## src/core/flash_ctrl_map.svh

```systemverilog
// Operation
// - Data pair 14 bits, address pair 15 bits
// - Address high byte plus low byte, 32K words
// - Internal timer ends erase and program
// - Code protect blocks programmer, not self-write
// - Programmer bulk erase or power-up reset lifts code protect
// - Write-protect field refuses self erase, write
// - Strobes set only, hardware clears on completion
// - Erase/write need write_allow, zero at power-up
// - Reset during write sets write_abort_flag
// - Unlock key port reads as zero
// - Rows of 16 fourteen-bit words
// - Latches filled only through data pair
// - Read uses second slot, discards it
// - Data pair holds last read word
// - Keys 55h then AAh then write strobe
// - Interrupted unlock performs no operation
// - Write strobe forces two no-op slots
// - Erase or program stalls about 2 ms
// - Latch load: two no-ops, no stall
// - Latch-only loads latch, else programs or erases row
// - Low four bits latch, upper eleven row
// - Latches return blank after write or erase
`ifndef FLASH_CTRL_MAP_SVH
`define FLASH_CTRL_MAP_SVH
`define OFS_DATA_LOW 8'h00
`define OFS_DATA_HIGH 8'h04
`define OFS_ADDR_LOW 8'h08
`define OFS_ADDR_HIGH 8'h0C
`define OFS_CTRL 8'h10
`define OFS_KEY 8'h14
`define OFS_CONFIG 8'h18
`define BIT_RD 0
`define BIT_WR 1
`define BIT_ALLOW 2
`define BIT_ABORT 3
`define BIT_ERASE 4
`define BIT_LATCH_ONLY 5
`define BIT_CFG_SEL 6
`define BIT_CP_N 2
`define KEY_FIRST 8'h55
`define KEY_SECOND 8'hAA
`define BLANK_WORD 14'h3FFF
`define WP_NONE 2'h3
`define WP_QUARTER 2'h2
`define WP_HALF 2'h1
`define PROG_TIME_NS 2000000
`define CLK_MHZ 125
`endif

```

## src/core/flash_ctrl_pkg.sv

```systemverilog
package flash_ctrl_pkg;
  typedef enum logic [1:0] {
    unlk_idle,
    unlk_got_first,
    unlk_got_second
  } unlock_state_t;
  typedef enum logic [2:0] {
    st_idle,
    st_slot1,
    st_slot2,
    st_stream,
    st_timer
  } op_state_t;
  // Request toward the flash array
  typedef struct packed {
    logic rd;
    logic erase;
    logic word_we;
    logic bulk_erase;
    logic cfg_space;
    logic [14:0] addr;
    logic [13:0] wdata;
  } flash_req_t;
endpackage

```

## src/core/flash_self_program_ctrl.sv

```systemverilog
// Decided for this implementation: the placing of the registers and the APB register port.
`timescale 1ns/1ps
`include "flash_ctrl_map.svh"
module flash_self_program_ctrl #(
  parameter int ADDR_W = 15,
  parameter int WORD_W = 14,
  parameter int ROW_WORDS = 16,
  parameter int PROG_CYCLES = `PROG_TIME_NS * `CLK_MHZ / 1000,
  parameter logic [14:0] WP_QUARTER_END = 15'h0200,
  parameter logic [14:0] WP_HALF_END = 15'h0400
) (
  // Clock and power-up reset
  input wire logic pclk,
  input wire logic presetn,
  // APB slave
  input wire logic psel,
  input wire logic penable,
  input wire logic pwrite,
  input wire logic [7:0] paddr,
  input wire logic [31:0] pwdata,
  output logic [31:0] prdata,
  output logic pready,
  output logic pslverr,
  // Processor core
  input wire logic dev_reset_n,
  output logic insn_discard,
  output logic cpu_stall,
  // Flash array
  input wire logic [13:0] fl_rdata,
  output flash_ctrl_pkg::flash_req_t fl_req,
  // External programmer pins
  input wire logic ext_bulk_erase,
  output logic ext_access_ok
);
  import flash_ctrl_pkg::*;

  localparam int IDX_W = $clog2(ROW_WORDS);

  if (ADDR_W != 15 || WORD_W != 14 || ROW_WORDS != 16 || PROG_CYCLES < 1)
  begin : g_check
    $error("flash_self_program_ctrl: unsupported parameters");
  end

  logic [7:0] data_low_r;
  logic [5:0] data_high_r;
  logic [7:0] addr_low_r;
  logic [6:0] addr_high_r;
  logic rd_r, wr_r, write_allow_r, abort_r, erase_r, latch_only_r;
  logic cfg_sel_r, code_protect_n_r;
  logic [1:0] wp_field_r;
  logic [13:0] latch_mem [ROW_WORDS];
  unlock_state_t unlk_r;
  op_state_t st_r, st_nxt;
  logic op_wr_r;
  logic [IDX_W-1:0] idx_r;
  logic [31:0] tmr_r;
  logic bulk_s1_r, bulk_s2_r, bulk_s3_r;
  logic acc, wr_acc, rd_acc, ctrl_wr, key_wr, start_rd, start_wr;
  logic prot_hit, tmr_done, bulk_edge;
  logic [14:0] word_addr;

  assign word_addr = {addr_high_r, addr_low_r};
  assign acc = psel && penable && pready;
  assign wr_acc = acc && pwrite;
  assign rd_acc = acc && !pwrite;
  assign ctrl_wr = wr_acc && paddr == `OFS_CTRL;
  assign key_wr = wr_acc && paddr == `OFS_KEY;
  assign tmr_done = tmr_r == 32'(PROG_CYCLES - 1);
  assign bulk_edge = bulk_s2_r && !bulk_s3_r;

  // Self-write refused inside the protected region
  always_comb begin
    case (wp_field_r)
      `WP_NONE: prot_hit = 1'b0;
      `WP_QUARTER: prot_hit = word_addr < WP_QUARTER_END;
      `WP_HALF: prot_hit = word_addr < WP_HALF_END;
      default: prot_hit = 1'b1;
    endcase
  end

  assign start_rd = ctrl_wr && pwdata[`BIT_RD] && st_r == st_idle;
  assign start_wr = ctrl_wr && pwdata[`BIT_WR] && st_r == st_idle &&
    unlk_r == unlk_got_second && write_allow_r && !prot_hit;

  // APB: one wait state so read data comes from a flop
  always_ff @(posedge pclk or negedge presetn) begin
    if (!presetn) begin
      pready <= 1'b0;
      pslverr <= 1'b0;
      prdata <= 32'h0000_0000;
    end else begin
      pready <= psel && penable && !pready;
      pslverr <= psel && penable && !pready && paddr > `OFS_CONFIG;
      if (psel && penable && !pready && !pwrite) begin
        case (paddr)
          `OFS_DATA_LOW: prdata <= {24'h000000, data_low_r};
          `OFS_DATA_HIGH: prdata <= {26'h0000000, data_high_r};
          `OFS_ADDR_LOW: prdata <= {24'h000000, addr_low_r};
          `OFS_ADDR_HIGH: prdata <= {25'h0000000, addr_high_r};
          `OFS_CTRL: prdata <= {25'h0000000, cfg_sel_r, latch_only_r,
            erase_r, abort_r, write_allow_r, wr_r, rd_r};
          `OFS_CONFIG: prdata <= {29'h00000000, code_protect_n_r,
            wp_field_r};
          default: prdata <= 32'h0000_0000;
        endcase
      end
    end
  end

  // Unlock detector
  always_ff @(posedge pclk or negedge presetn) begin
    if (!presetn) begin
      unlk_r <= unlk_idle;
    end else if (acc) begin
      case (unlk_r)
        unlk_idle:
          if (key_wr && pwdata[7:0] == `KEY_FIRST) unlk_r <= unlk_got_first;
        unlk_got_first:
          if (key_wr && pwdata[7:0] == `KEY_SECOND) begin
            unlk_r <= unlk_got_second;
          end else begin
            unlk_r <= unlk_idle;
          end
        default: unlk_r <= unlk_idle;
      endcase
    end
  end

  // Address pair
  always_ff @(posedge pclk or negedge presetn) begin
    if (!presetn) begin
      addr_low_r <= 8'h00;
      addr_high_r <= 7'h00;
    end else if (wr_acc) begin
      if (paddr == `OFS_ADDR_LOW) addr_low_r <= pwdata[7:0];
      if (paddr == `OFS_ADDR_HIGH) addr_high_r <= pwdata[6:0];
    end
  end

  // Data pair: software write or completed read
  always_ff @(posedge pclk or negedge presetn) begin
    if (!presetn) begin
      data_low_r <= 8'h00;
      data_high_r <= 6'h00;
    end else if (st_r == st_slot2 && !op_wr_r) begin
      {data_high_r, data_low_r} <= fl_rdata;
    end else if (wr_acc) begin
      if (paddr == `OFS_DATA_LOW) data_low_r <= pwdata[7:0];
      if (paddr == `OFS_DATA_HIGH) data_high_r <= pwdata[5:0];
    end
  end

  // Control bits; strobes cannot be cleared by software
  always_ff @(posedge pclk or negedge presetn) begin
    if (!presetn) begin
      rd_r <= 1'b0;
      wr_r <= 1'b0;
      write_allow_r <= 1'b0;
      erase_r <= 1'b0;
      latch_only_r <= 1'b0;
      cfg_sel_r <= 1'b0;
    end else begin
      if (ctrl_wr) begin
        write_allow_r <= pwdata[`BIT_ALLOW];
        erase_r <= pwdata[`BIT_ERASE];
        latch_only_r <= pwdata[`BIT_LATCH_ONLY];
        cfg_sel_r <= pwdata[`BIT_CFG_SEL];
      end
      if (!dev_reset_n) begin
        rd_r <= 1'b0;
        wr_r <= 1'b0;
      end else if (start_wr) begin
        wr_r <= 1'b1;
      end else if (start_rd) begin
        rd_r <= 1'b1;
      end else if (st_nxt == st_idle) begin
        rd_r <= 1'b0;
        wr_r <= 1'b0;
      end
    end
  end

  // Abort flag: device reset in mid-write sets it, set beats clear
  always_ff @(posedge pclk or negedge presetn) begin
    if (!presetn) begin
      abort_r <= 1'b0;
    end else if (!dev_reset_n && op_wr_r && st_r != st_idle) begin
      abort_r <= 1'b1;
    end else if (ctrl_wr && !pwdata[`BIT_ABORT]) begin
      abort_r <= 1'b0;
    end
  end

  // Protection configuration
  always_ff @(posedge pclk or negedge presetn) begin
    if (!presetn) begin
      code_protect_n_r <= 1'b1;
      wp_field_r <= `WP_NONE;
      ext_access_ok <= 1'b0;
    end else begin
      if (bulk_edge) begin
        code_protect_n_r <= 1'b1;
        wp_field_r <= `WP_NONE;
      end else if (wr_acc && paddr == `OFS_CONFIG) begin
        wp_field_r <= pwdata[1:0];
        if (!pwdata[`BIT_CP_N]) code_protect_n_r <= 1'b0;
      end
      ext_access_ok <= code_protect_n_r;
    end
  end

  // Bulk-erase pin synchroniser and edge detect
  always_ff @(posedge pclk or negedge presetn) begin
    if (!presetn) begin
      bulk_s1_r <= 1'b0;
      bulk_s2_r <= 1'b0;
      bulk_s3_r <= 1'b0;
    end else begin
      bulk_s1_r <= ext_bulk_erase;
      bulk_s2_r <= bulk_s1_r;
      bulk_s3_r <= bulk_s2_r;
    end
  end

  // Operation sequencer
  always_comb begin
    st_nxt = st_r;
    case (st_r)
      st_idle:
        if (start_wr || start_rd) st_nxt = st_slot1;
      st_slot1: st_nxt = st_slot2;
      st_slot2:
        if (!op_wr_r || latch_only_r) begin
          st_nxt = st_idle;
        end else if (erase_r) begin
          st_nxt = st_timer;
        end else begin
          st_nxt = st_stream;
        end
      st_stream:
        if (idx_r == IDX_W'(ROW_WORDS - 1)) st_nxt = st_timer;
      st_timer:
        if (tmr_done) st_nxt = st_idle;
      default: st_nxt = st_idle;
    endcase
    if (!dev_reset_n) st_nxt = st_idle;
  end

  always_ff @(posedge pclk or negedge presetn) begin
    if (!presetn) begin
      st_r <= st_idle;
      op_wr_r <= 1'b0;
      idx_r <= '0;
      tmr_r <= 32'h0000_0000;
    end else begin
      st_r <= st_nxt;
      if (st_r == st_idle) op_wr_r <= start_wr;
      idx_r <= (st_r == st_stream) ? idx_r + 1'b1 : '0;
      tmr_r <= (st_r == st_timer) ? tmr_r + 32'h1 : 32'h0;
    end
  end

  // Slots seen by the core
  always_ff @(posedge pclk or negedge presetn) begin
    if (!presetn) begin
      insn_discard <= 1'b0;
      cpu_stall <= 1'b0;
    end else begin
      insn_discard <= st_nxt == st_slot2 ||
        (st_nxt == st_slot1 && (op_wr_r || start_wr));
      cpu_stall <= st_nxt == st_stream || st_nxt == st_timer;
    end
  end

  // Write latches, one per word of the row
  always_ff @(posedge pclk or negedge presetn) begin
    if (!presetn) begin
      for (int i = 0; i < ROW_WORDS; i++) latch_mem[i] <= `BLANK_WORD;
    end else if ((st_r == st_timer && tmr_done) || bulk_edge) begin
      for (int i = 0; i < ROW_WORDS; i++) begin
        latch_mem[i] <= `BLANK_WORD;
      end
    end else if (st_r == st_slot2 && op_wr_r &&
        (latch_only_r || !erase_r)) begin
      // Program run loads its own word too, before the row is streamed
      latch_mem[addr_low_r[3:0]] <= {data_high_r, data_low_r};
    end
  end

  // Requests toward the array
  always_ff @(posedge pclk or negedge presetn) begin
    if (!presetn) begin
      fl_req <= '0;
    end else begin
      fl_req.rd <= st_r == st_slot1 && !op_wr_r;
      fl_req.erase <= st_r == st_slot2 && op_wr_r && !latch_only_r &&
        erase_r;
      fl_req.word_we <= st_r == st_stream;
      fl_req.bulk_erase <= bulk_edge;
      fl_req.cfg_space <= cfg_sel_r;
      fl_req.addr <= (st_r == st_stream) ?
        {word_addr[14:4], idx_r} : word_addr;
      fl_req.wdata <= latch_mem[idx_r];
    end
  end
endmodule // flash_self_program_ctrl

```

## config.mk

```make
export PLATFORM = sky130hd
export DESIGN_NAME = flash_self_program_ctrl
export DESIGN_NICKNAME = d
export VERILOG_FILES = /design/src/core/flash_ctrl_pkg.sv /design/src/core/flash_self_program_ctrl.sv
export VERILOG_INCLUDE_DIRS = /design/src /design/src/core
export SDC_FILE = /design/constraint.sdc
export NUM_CORES = 1
export LEC_CHECK = 0
export BUFFER_PORTS_ARGS = -buffer_cell sky130_fd_sc_hd__buf_2
export CAP_MARGIN = 5
export CORE_MARGIN = 2
export CORE_UTILIZATION = 25
export CTS_CLUSTER_SIZE = 14
export DETAILED_ROUTE_END_ITERATION = 10
export PLACE_DENSITY_LB_ADDON = 0.05
export SYNTH_ARGS = -nofsm -noshare
export SYNTH_HDL_FRONTEND = slang
export SYNTH_SLANG_ARGS = --single-unit
```

## constraint.sdc

```tcl
create_clock -name pclk -period 5.09 [get_ports pclk]
set_input_delay 0.509 -clock pclk [delete_from_list [all_inputs] [get_ports pclk]]
set_output_delay 0.509 -clock pclk [all_outputs]
set_load 0.05 [all_outputs]
```

==> reports/results.ini, run 1 <==
[outcome]
outcome=finished clean

[route]
routed_wl_um=57400
antenna_left=0
wl_per_cell_um=22.32
viasPerCell=4.745
post-route-drc-count=0
num_vias=12200
dr.pass1.iters=7
drtIter0Drc=682

[cts]
clk_pin_slew_ns=0.06
clock_path_buffers=3
cts.repair.resized=0
h-tree-depth=2
cts_buffers=46
cts_tree=done
clock_sinks=355
cts-root-buf=clkbuf_16
worstSkewPairLatency_ns=0.58

[global_routing]
grt_max_degree=86
grt_pass1_vias=12760
grt_antenna_before_repair=0
grt_pass1_wl_um=86700
overflow=0
globalRouteTotalUtil_pct=16.44

[critical_path]
path_class=reg2reg
startpoint=st_r[1]
ff2ff_setup_slack_ns=1.99
crit_arrival_ns=3.55
timing.rr.end=latch_mem[89]
r2r-start=st_r[1]
endpoint_kind=flop
path_max_fanout=14
startpoint_type=flop
reg2regPathDepth=5
crit_required_ns=5.55
endpoint=latch_mem[89]

[timing]
timing_hold_violations_final=0
setup-tns-final_ns=0
finalSetupViolCount=0
max_freq_mhz=322.9
clock_skew_ns=0.01566
drv_slew=0
fin_crit_ns=3.097
slew-limit-headroom_pct=26.18
post-route-period-util_pct=60.84
worst_slack_ns=1.993
worstMarginPinSlew_ns=1.104
rsz0062_at_grt=no

[synthesis]
syn_area_um2=17180
ys_seq_elements=355
synth.distinct_cells=60
ys_seq_area_share_pct=53.38
avgSynthCellArea_um2=10.50
synth_edf_count=0
synth_warnings=0
netlist_instances=1635
synthFlopType=dfstp_2
synthArstFlopShare_pct=100.0

[cells_and_area]
finish.instance_area_um2=19940
syn_to_final_growth_pct=16.07
final_nets=1715
drive_gt1_share_pct=29.01

[placement]
portBuffers=83
gp_congestion=0.7331
dpl_cell_area_um2=18250
dp_slack_ns=1.991
dp_hpwl_um=34820

[die]
placeableCoreArea_um2=68350
start_util_pct=25.13
pin_count=132
die_w_um=266.1
die_h_um=266.1
die_area_um2=70810
num_rows=96

[flow_run]
drv_cap=0

[pwr]
finalPower_mw=6.635
p_per_area_nw_per_um2=332.8
p_leak_nw=8.023
vdd_ir_drop_max_uv=198.6

[min_path]
hold_path_class=in2reg

-- logic make-up after synthesis --
family	count (synthesis)	share of synthesized area, %
and+or+nand+nor	730	19.48
DFF	355	53.38
muxes	221	15.28
buffers and inverters	169	5.165
AOI/OAI and AO/OA	130	5.158
xor gates and xnor gates	27	1.377
adders and majority gates	2	0.1457
other	1	0.02183
-- cell usage after synthesis, types with 22 or more instances --
master	n	area share, %
a21oi_1	23	0.67
a221oi_1	28	1.4
a22oi_1	23	1.0
buf_2	31	0.90
buf_4	27	1.2
clkbuf_1	79	1.7
dfrtp_1	128	19
dfstp_2	227	35
mux2i_1	171	10
mux4_2	31	4.1
nand2_1	419	9.2
nand3_1	143	4.2
nor2_1	51	1.1
nor3_1	22	0.64
o21ai_0	33	0.96
-- timing repair --
item	4_1_cts	5_1_grt
hold endpoints to repair	28	0
buffers inserted	0	0
hold buffers	1	0
endpoints found under the setup margin	0	0
-- state kept, by name, summed over array words and instances (netlist names), 4 cells and up --
name / flops
addr_high_r: 7
data_low_r: 8
tmr_r: 32
prdata: 8
addr_low_r: 8
fl_req: 34
data_high_r: 6
latch_mem: 224
idx_r: 4
-- per-stage QoR --
stage | cells | utilization, % | hold slack (ns)
6_report | 2572 | 29.17 | 0.04995
5_1_grt | 2571 | 29.16 | 0.02190
4_1_cts | 2571 | 29.16 | 0.007881
3_5_place_dp | 2485 | 26.70 | 0.3412
3_3_place_gp | 2485 | 26.70 | 0.3410
2_1_floorplan | 1658 | - | 0.2134
-- cell type report --
type | instances | area [µm²]
antenna | 1 | 2.502
clock inverter | 11 | 186.4
inverter | 9 | 33.78
sequential | 355 | 9171
clock buffer | 74 | 1488
fill | 7107 | 48410
timing repair buffer | 106 | 638.1
multi-input combinational | 1134 | 7312
tap | 882 | 1104
-- where the power goes --
| group | switching (mW) | total [mW] | internal (mW) |
|---|---|---|---|
| Clock | 1.31 | 3.56 | 2.24 |
| Combinational | 0.187 | 0.225 | 0.0378 |
| Sequential | 0.0110 | 2.85 | 2.84 |
-- worst max-delay path, cell delays in order, from the launching register on --
cell and delay, ns:
dfrtp_1 0.50, nor3b_4 0.40, nand4b_1 0.73, or3_1 1.04, nand2_1 0.20, nand3_1 0.10
-- worst min-delay path by stage --
stage	to	slack, ns	start	cells after the start
6_report	bulk_s1_r	0.05	ext_bulk_erase	1
4_1_cts	bulk_s1_r	0.008	ext_bulk_erase	1
3_5_place_dp	bulk_s2_r	0.34	bulk_s1_r	0
3_3_place_gp	bulk_s2_r	0.34	bulk_s1_r	0
5_1_grt	bulk_s1_r	0.02	ext_bulk_erase	1
2_1_floorplan	abort_r	0.21	presetn	0
-- routing by layer --
metal	global-route usage [%]	up-vias	wire length, µm
met4	4.388	0	1301
met2	27.01	205	27350
met3	2.301	72	1971
met5	0	-	0
li1	-	5651	-
met1	22.68	6276	26770
-- cells in the final DEF, fill, tap and decap left out, drive strengths merged, types with 7 or more instances in the layout --
master  instances
clkbuf         74
a22oi          23
a221oi         28
and3            8
nand4           9
mux2i         171
a21oi          23
dfrtp         128
mux2           19
inv             9
nand3         143
nor4           13
buf           105
mux4           31
nand2b          7
xor2           11
dfstp         227
xnor2          16
and4           10
nand2         419
o21ai          33
or3            14
and2            7
conb           24
nor2           51
nor3           29
Power figures use the tool's default switching activity.
==> run 2, diff against run 1 <==
--- a/config.mk
+++ b/config.mk
@@ -6,6 +6,7 @@
 export SDC_FILE = /design/constraint.sdc
 export NUM_CORES = 1
 export LEC_CHECK = 0
+export ABC_AREA = 1
 export BUFFER_PORTS_ARGS = -buffer_cell sky130_fd_sc_hd__buf_2
 export CAP_MARGIN = 5
 export CORE_MARGIN = 2
==> constraint.sdc (replaced) <==
create_clock -name pclk -period 2.9 [get_ports pclk]
set_input_delay 0.29 -clock pclk [delete_from_list [all_inputs] [get_ports pclk]]
set_output_delay 0.29 -clock pclk [all_outputs]
set_load 0.05 [all_outputs]
==> reports/results.ini, run 2 <==
[synthesis]
synth_most_common_cell=nand2_1
netlist_instances=1916
yosys.area.top_type=dfstp_2
ys_seq_elements=355
synth_warnings=0
syn_area_um2=17380
synth_top_cells_by_count=nand2_1, dfstp_2, nor2_1
synth.distinct_cells=47
ys_seq_area_share_pct=52.75
synth_top_area_share_pct=34.32
avgSynthCellArea_um2=9.071
synthArstFlopShare_pct=100.0
synth_edf_count=0
yosys-top-cells-area=dfstp_2, dfrtp_1, nand2_1
synthFlopType=dfstp_2

[placement]
gp_congestion=0.7744
dpl_cell_area_um2=18880
dp_hpwl_um=39850
portBuffers=83

[cts]
clk_pin_slew_ns=0.06
cts_tree=done
clock_path_buffers=3
h-tree-depth=2
cts_hold_buf=22
cts.repair.resized=0
worstSkewPairLatency_ns=0.58
cts-root-buf=clkbuf_16
cts_setup_buffers=0
cts_buffers=45
clock_sinks=355

[route]
routed_wl_um=62600
antenna_left=0
drtIter0Drc=968
num_vias=14110
dr.pass1.iters=5
post-route-drc-count=0
viasPerCell=4.737
wl_per_cell_um=21.02

[timing]
drv_slew=0
timing_hold_violations_final=0
post-route-period-util_pct=77.06
fin_crit_ns=2.235
max_freq_mhz=447.5
holdWs_ns=0.04424
slew-limit-headroom_pct=40.01
clock_skew_ns=0.02168
rsz0062_at_grt=no
finalSetupViolCount=0
setup-tns-final_ns=0
worstMarginPinSlew_ns=0.8943

[critical_path]
startpoint_type=flop
crit_required_ns=3.36
path_max_fanout=58
endpoint_kind=flop
crit_arrival_ns=2.69
path_class=reg2reg

[global_routing]
overflow=0
grt_pass1_wl_um=94160
grt_pass1_vias=14350
globalRouteTotalUtil_pct=17.60
grt_antenna_before_repair=3
grt_max_degree=114

[cells_and_area]
top_register=latch_mem
antenna_cells=0
largest_register_ffs=224
finish.instance_area_um2=20570
final_nets=2074
syn_to_final_growth_pct=18.36
layout_common_cells=nand2_1, dfstp_2, nor2_1
fill_cells=7356
final_common_cell=nand2_1
drive_gt1_share_pct=27.41
utilization_pct=29.94
top_regs=latch_mem: 224 flops, fl_req: 34 flops, tmr_r: 32 flops

[pwr]
p_per_area_nw_per_um2=545.2
vdd_ir_drop_max_uv=335.1
p_leak_nw=9.363

[die]
die_area_um2=71650
pin_count=132
num_rows=96
die_h_um=267.7
die_w_um=267.7
start_util_pct=25.30
placeableCoreArea_um2=68710

[outcome]
outcome=finished clean

[flow_run]
drv_cap=0

[min_path]
hold_path_class=in2reg

## run 2: final cells by class
type	count	area (µm²)	share of cell area (%)
repair buffers	172	1311	6.374
clock buffers	66	1308	6.356
inverters	119	455.4	2.214
clock inverters	17	166.4	0.8089
well taps	931	1165	5.662
multi-input cells	1318	6995	34.00
flip-flops and latches	355	9171	44.58
## run 2: cells by family after synthesis
family	share of synthesized area, %
AOI/OAI and AO/OA	21.39
xor gates and xnor gates	0.3024
adders and majority gates	0.1440
buffers and inverters	7.501
DFF	52.75
other	0.02158
and+or+nand+nor	17.90
## run 2: worst max-delay path: stages (launching register included)
cell and delay [ns]:
dfrtp_1 0.43, ha_1 0.25, nand3_2 0.10, inv_2 0.05, nand3_1 0.06, nor2_1 0.04, nand2_1 0.11, o21ai_2 0.12
inv_8 0.37, buf_12 0.32, o211ai_1 0.15
## run 2: where the power goes
group / internal, mW / switching [mW] / leakage (nW)
Clock: 3.39 / 2.32 / 0.732
Sequential: 4.99 / 0.0179 / 4.04
Combinational: 0.103 / 0.399 / 4.59
Total: 8.48 / 2.73 / 9.36
## run 2: routing by layer
| metal | track usage [%] | vias up | part of all wire, % |
|---|---|---|---|
| met3 | 2.391 | 87 | 3.8 |
| met2 | 28.21 | 329 | 46 |
| met4 | 4.711 | 0 | 2.1 |
| met1 | 24.80 | 6968 | 48 |
| met5 | 0 | - | 0 |
| li1 | - | 6722 | - |
## run 2: metrics by stage
stage          power (mW)  std cells  worst slack [ns]
2_1_floorplan       5.355       1939             1.079
3_3_place_gp        5.583       2873            0.6529
3_5_place_dp        5.581       2873            0.6402
4_1_cts             11.45       2978            0.6178
5_1_grt             11.68       2978            0.5058
6_report            11.22       2978            0.6652
## run 2: final timing paths
kind / start / endpoint / slack, ns / cells after the start
hold reg to reg: bulk_s1_r / bulk_s2_r / 0.35 / 0
hold / removal: fl_rdata[7] / data_low_r[7] / 0.04 / 3
setup reg to reg: tmr_r[0] / latch_mem[54] / 0.67 / 10
max in group asynchronous: presetn / latch_mem[168] / 1.67 / 3
min in group asynchronous: presetn / fl_req[32] / 0.42 / 2
setup / recovery: tmr_r[0] / latch_mem[54] / 0.67 / 10
==> run 3, diff against run 2 <==
--- a/config.mk
+++ b/config.mk
@@ -6,7 +6,7 @@
 export SDC_FILE = /design/constraint.sdc
 export NUM_CORES = 1
 export LEC_CHECK = 0
-export ABC_AREA = 1
+export ABC_AREA = 0
 export BUFFER_PORTS_ARGS = -buffer_cell sky130_fd_sc_hd__buf_2
 export CAP_MARGIN = 5
 export CORE_MARGIN = 2
==> constraint.sdc (replaced) <==
create_clock -name pclk -period 2 [get_ports pclk]
set_input_delay 0.2 -clock pclk [delete_from_list [all_inputs] [get_ports pclk]]
set_output_delay 0.2 -clock pclk [all_outputs]
set_load 0.05 [all_outputs]
==> reports/results.ini, run 3 (synthesized netlist as in run 1, its figures left out) <==
[outcome]
outcome=finished, violations left
violations=setup timing

[critical_path]
crit_arrival_ns=2.58
slowest_stage=or3_4
r2r-start=tmr_r[20]
cp.buffers_inverters=2
startpoint=tmr_r[20]
path_max_fanout=52
path_class=reg2reg
reg2regPathDepth=7
worstPathCellList=nor4_2 > buf_4 > nand4_1 > or3_4 > o21a_4 > buf_12 > nand3_1
timing.rr.end=latch_mem[92]
startpoint_type=flop
cp_slowest_stage_delay_ns=0.42
endpoint_kind=flop
crit_required_ns=2.51
ff2ff_setup_slack_ns=-0.07
path_delay_family=simple AND/OR/NAND/NOR gates

[timing]
timing_hold_violations_final=0
fin_crit_ns=2.075
finalSetupViolCount=200
post-route-period-util_pct=103.7
setup-tns-final_ns=-6.701
worst_slack_ns=-0.07453
max_freq_mhz=482.0
worstMarginPinSlew_ns=0.5647
rsz0062_at_grt=yes
drv_slew=0
slew-limit-headroom_pct=62.35
clock_skew_ns=0.01660
holdWs_ns=0.04496

[route]
routed_wl_um=58480
wl_met1_um=27050
drtIter0Drc=842
antenna_left=0
dr.pass1.iters=5
wl_met2_um=27910
wl_met3_um=2342
post-route-drc-count=0
wl_per_cell_um=21.31
topRoutingLayerUsed=met4
num_vias=12780
viasPerCell=4.656

[min_path]
min_from=pwdata[5]
hold_depth=2
hold_path_class=in2reg
hold_end=latch_only_r

[cts]
cts_buffers=45
clk_pin_slew_ns=0.06
clock_path_buffers=3
worstSkewPairLatency_ns=0.58
h-tree-depth=2
cts-root-buf=clkbuf_16
clock_sinks=355
cts_tree=done

[placement]
dpl_cell_area_um2=19840
portBuffers=83
dp_slack_ns=-0.2015
dp_hpwl_um=37570
gp_congestion=0.7644

[pwr]
vdd_ir_drop_max_uv=572.6
p_leak_nw=8.913
p_per_area_nw_per_um2=748.5

[cells_and_area]
antenna_cells=0
drive_gt1_share_pct=34.43
top_register=latch_mem
top_regs=latch_mem: 224 flops, fl_req: 34 flops, tmr_r: 32 flops
fill_cells=6961
final_common_cell=nand2_1
layout_common_cells=nand2_1, dfstp_2, mux2i_1
finish.instance_area_um2=21640
utilization_pct=31.66
largest_register_ffs=224
syn_to_final_growth_pct=25.97
final_nets=1888

[global_routing]
grt_pass1_wl_um=89130
grt_pass1_vias=13570
globalRouteTotalUtil_pct=16.79
overflow=0
grt_max_degree=57
grt_antenna_before_repair=0

[die]
pin_count=132
die_w_um=266.1
die_h_um=266.1
die_area_um2=70810
start_util_pct=25.13
placeableCoreArea_um2=68350
num_rows=96

[flow_run]
drv_cap=0

==> run 3: worst reg2reg max path, cell delays in order (launching register included) <==
cell and delay [ns]:
dfrtp_1 0.39, nor4_2 0.29, buf_4 0.15, nand4_1 0.10
or3_4 0.42, o21a_4 0.28, buf_12 0.20, nand3_1 0.17
==> run 3: per-layer routing <==
layer	up-vias	GRT usage [%]
met4	0	4.176
met2	221	27.87
li1	5994	-
met5	-	0
met3	69	2.237
met1	6491	23.08
==> run 3: worst max path at each step <==
stage / endpoint / slack (ns) / cells after the start
3_3_place_gp: latch_mem[46] / -0.18 / 7
4_1_cts: latch_mem[214] / -0.14 / 7
6_report: latch_mem[92] / -0.07 / 7
3_5_place_dp: latch_mem[46] / -0.20 / 6
2_1_floorplan: latch_mem[138] / 0.03 / 7
5_1_grt: latch_mem[213] / -0.17 / 7
==> run 3: repair_timing <==
action	CTS	global route
endpoints found under the setup margin	228	232
buffers inserted	0	2
endpoints found under the hold margin	86	0
hold buffers	22	0
resized for setup	4	11
pin swaps	1	5
==> run 3: layout make-up <==
cell class	instances	area (µm²)	share of cell area [%]
inverters	9	33.78	0.1561
clock buffers	72	1350	6.240
multi-input cells	1134	7328	33.87
well taps	882	1104	5.101
clock inverters	12	138.9	0.6419
flip-flops and latches	355	9173	42.40
repair buffers	280	2509	11.59
==> run 3: stage by stage <==
| step | power (mW) | std cells |
|---|---|---|
| global route | 16.90 | 2744 |
| detailed placement | 8.017 | 2636 |
| CTS | 16.57 | 2742 |
| floorplan | 7.696 | 1658 |
| finish | 16.19 | 2744 |
| global placement | 8.015 | 2636 |
==> run 3: where the power goes <==
group / internal (mW) / switching (mW) / leakage (nW)
Combinational: 0.168 / 0.508 / 4.10
Sequential: 7.23 / 0.0132 / 4.08
Clock: 5.00 / 3.27 / 0.735
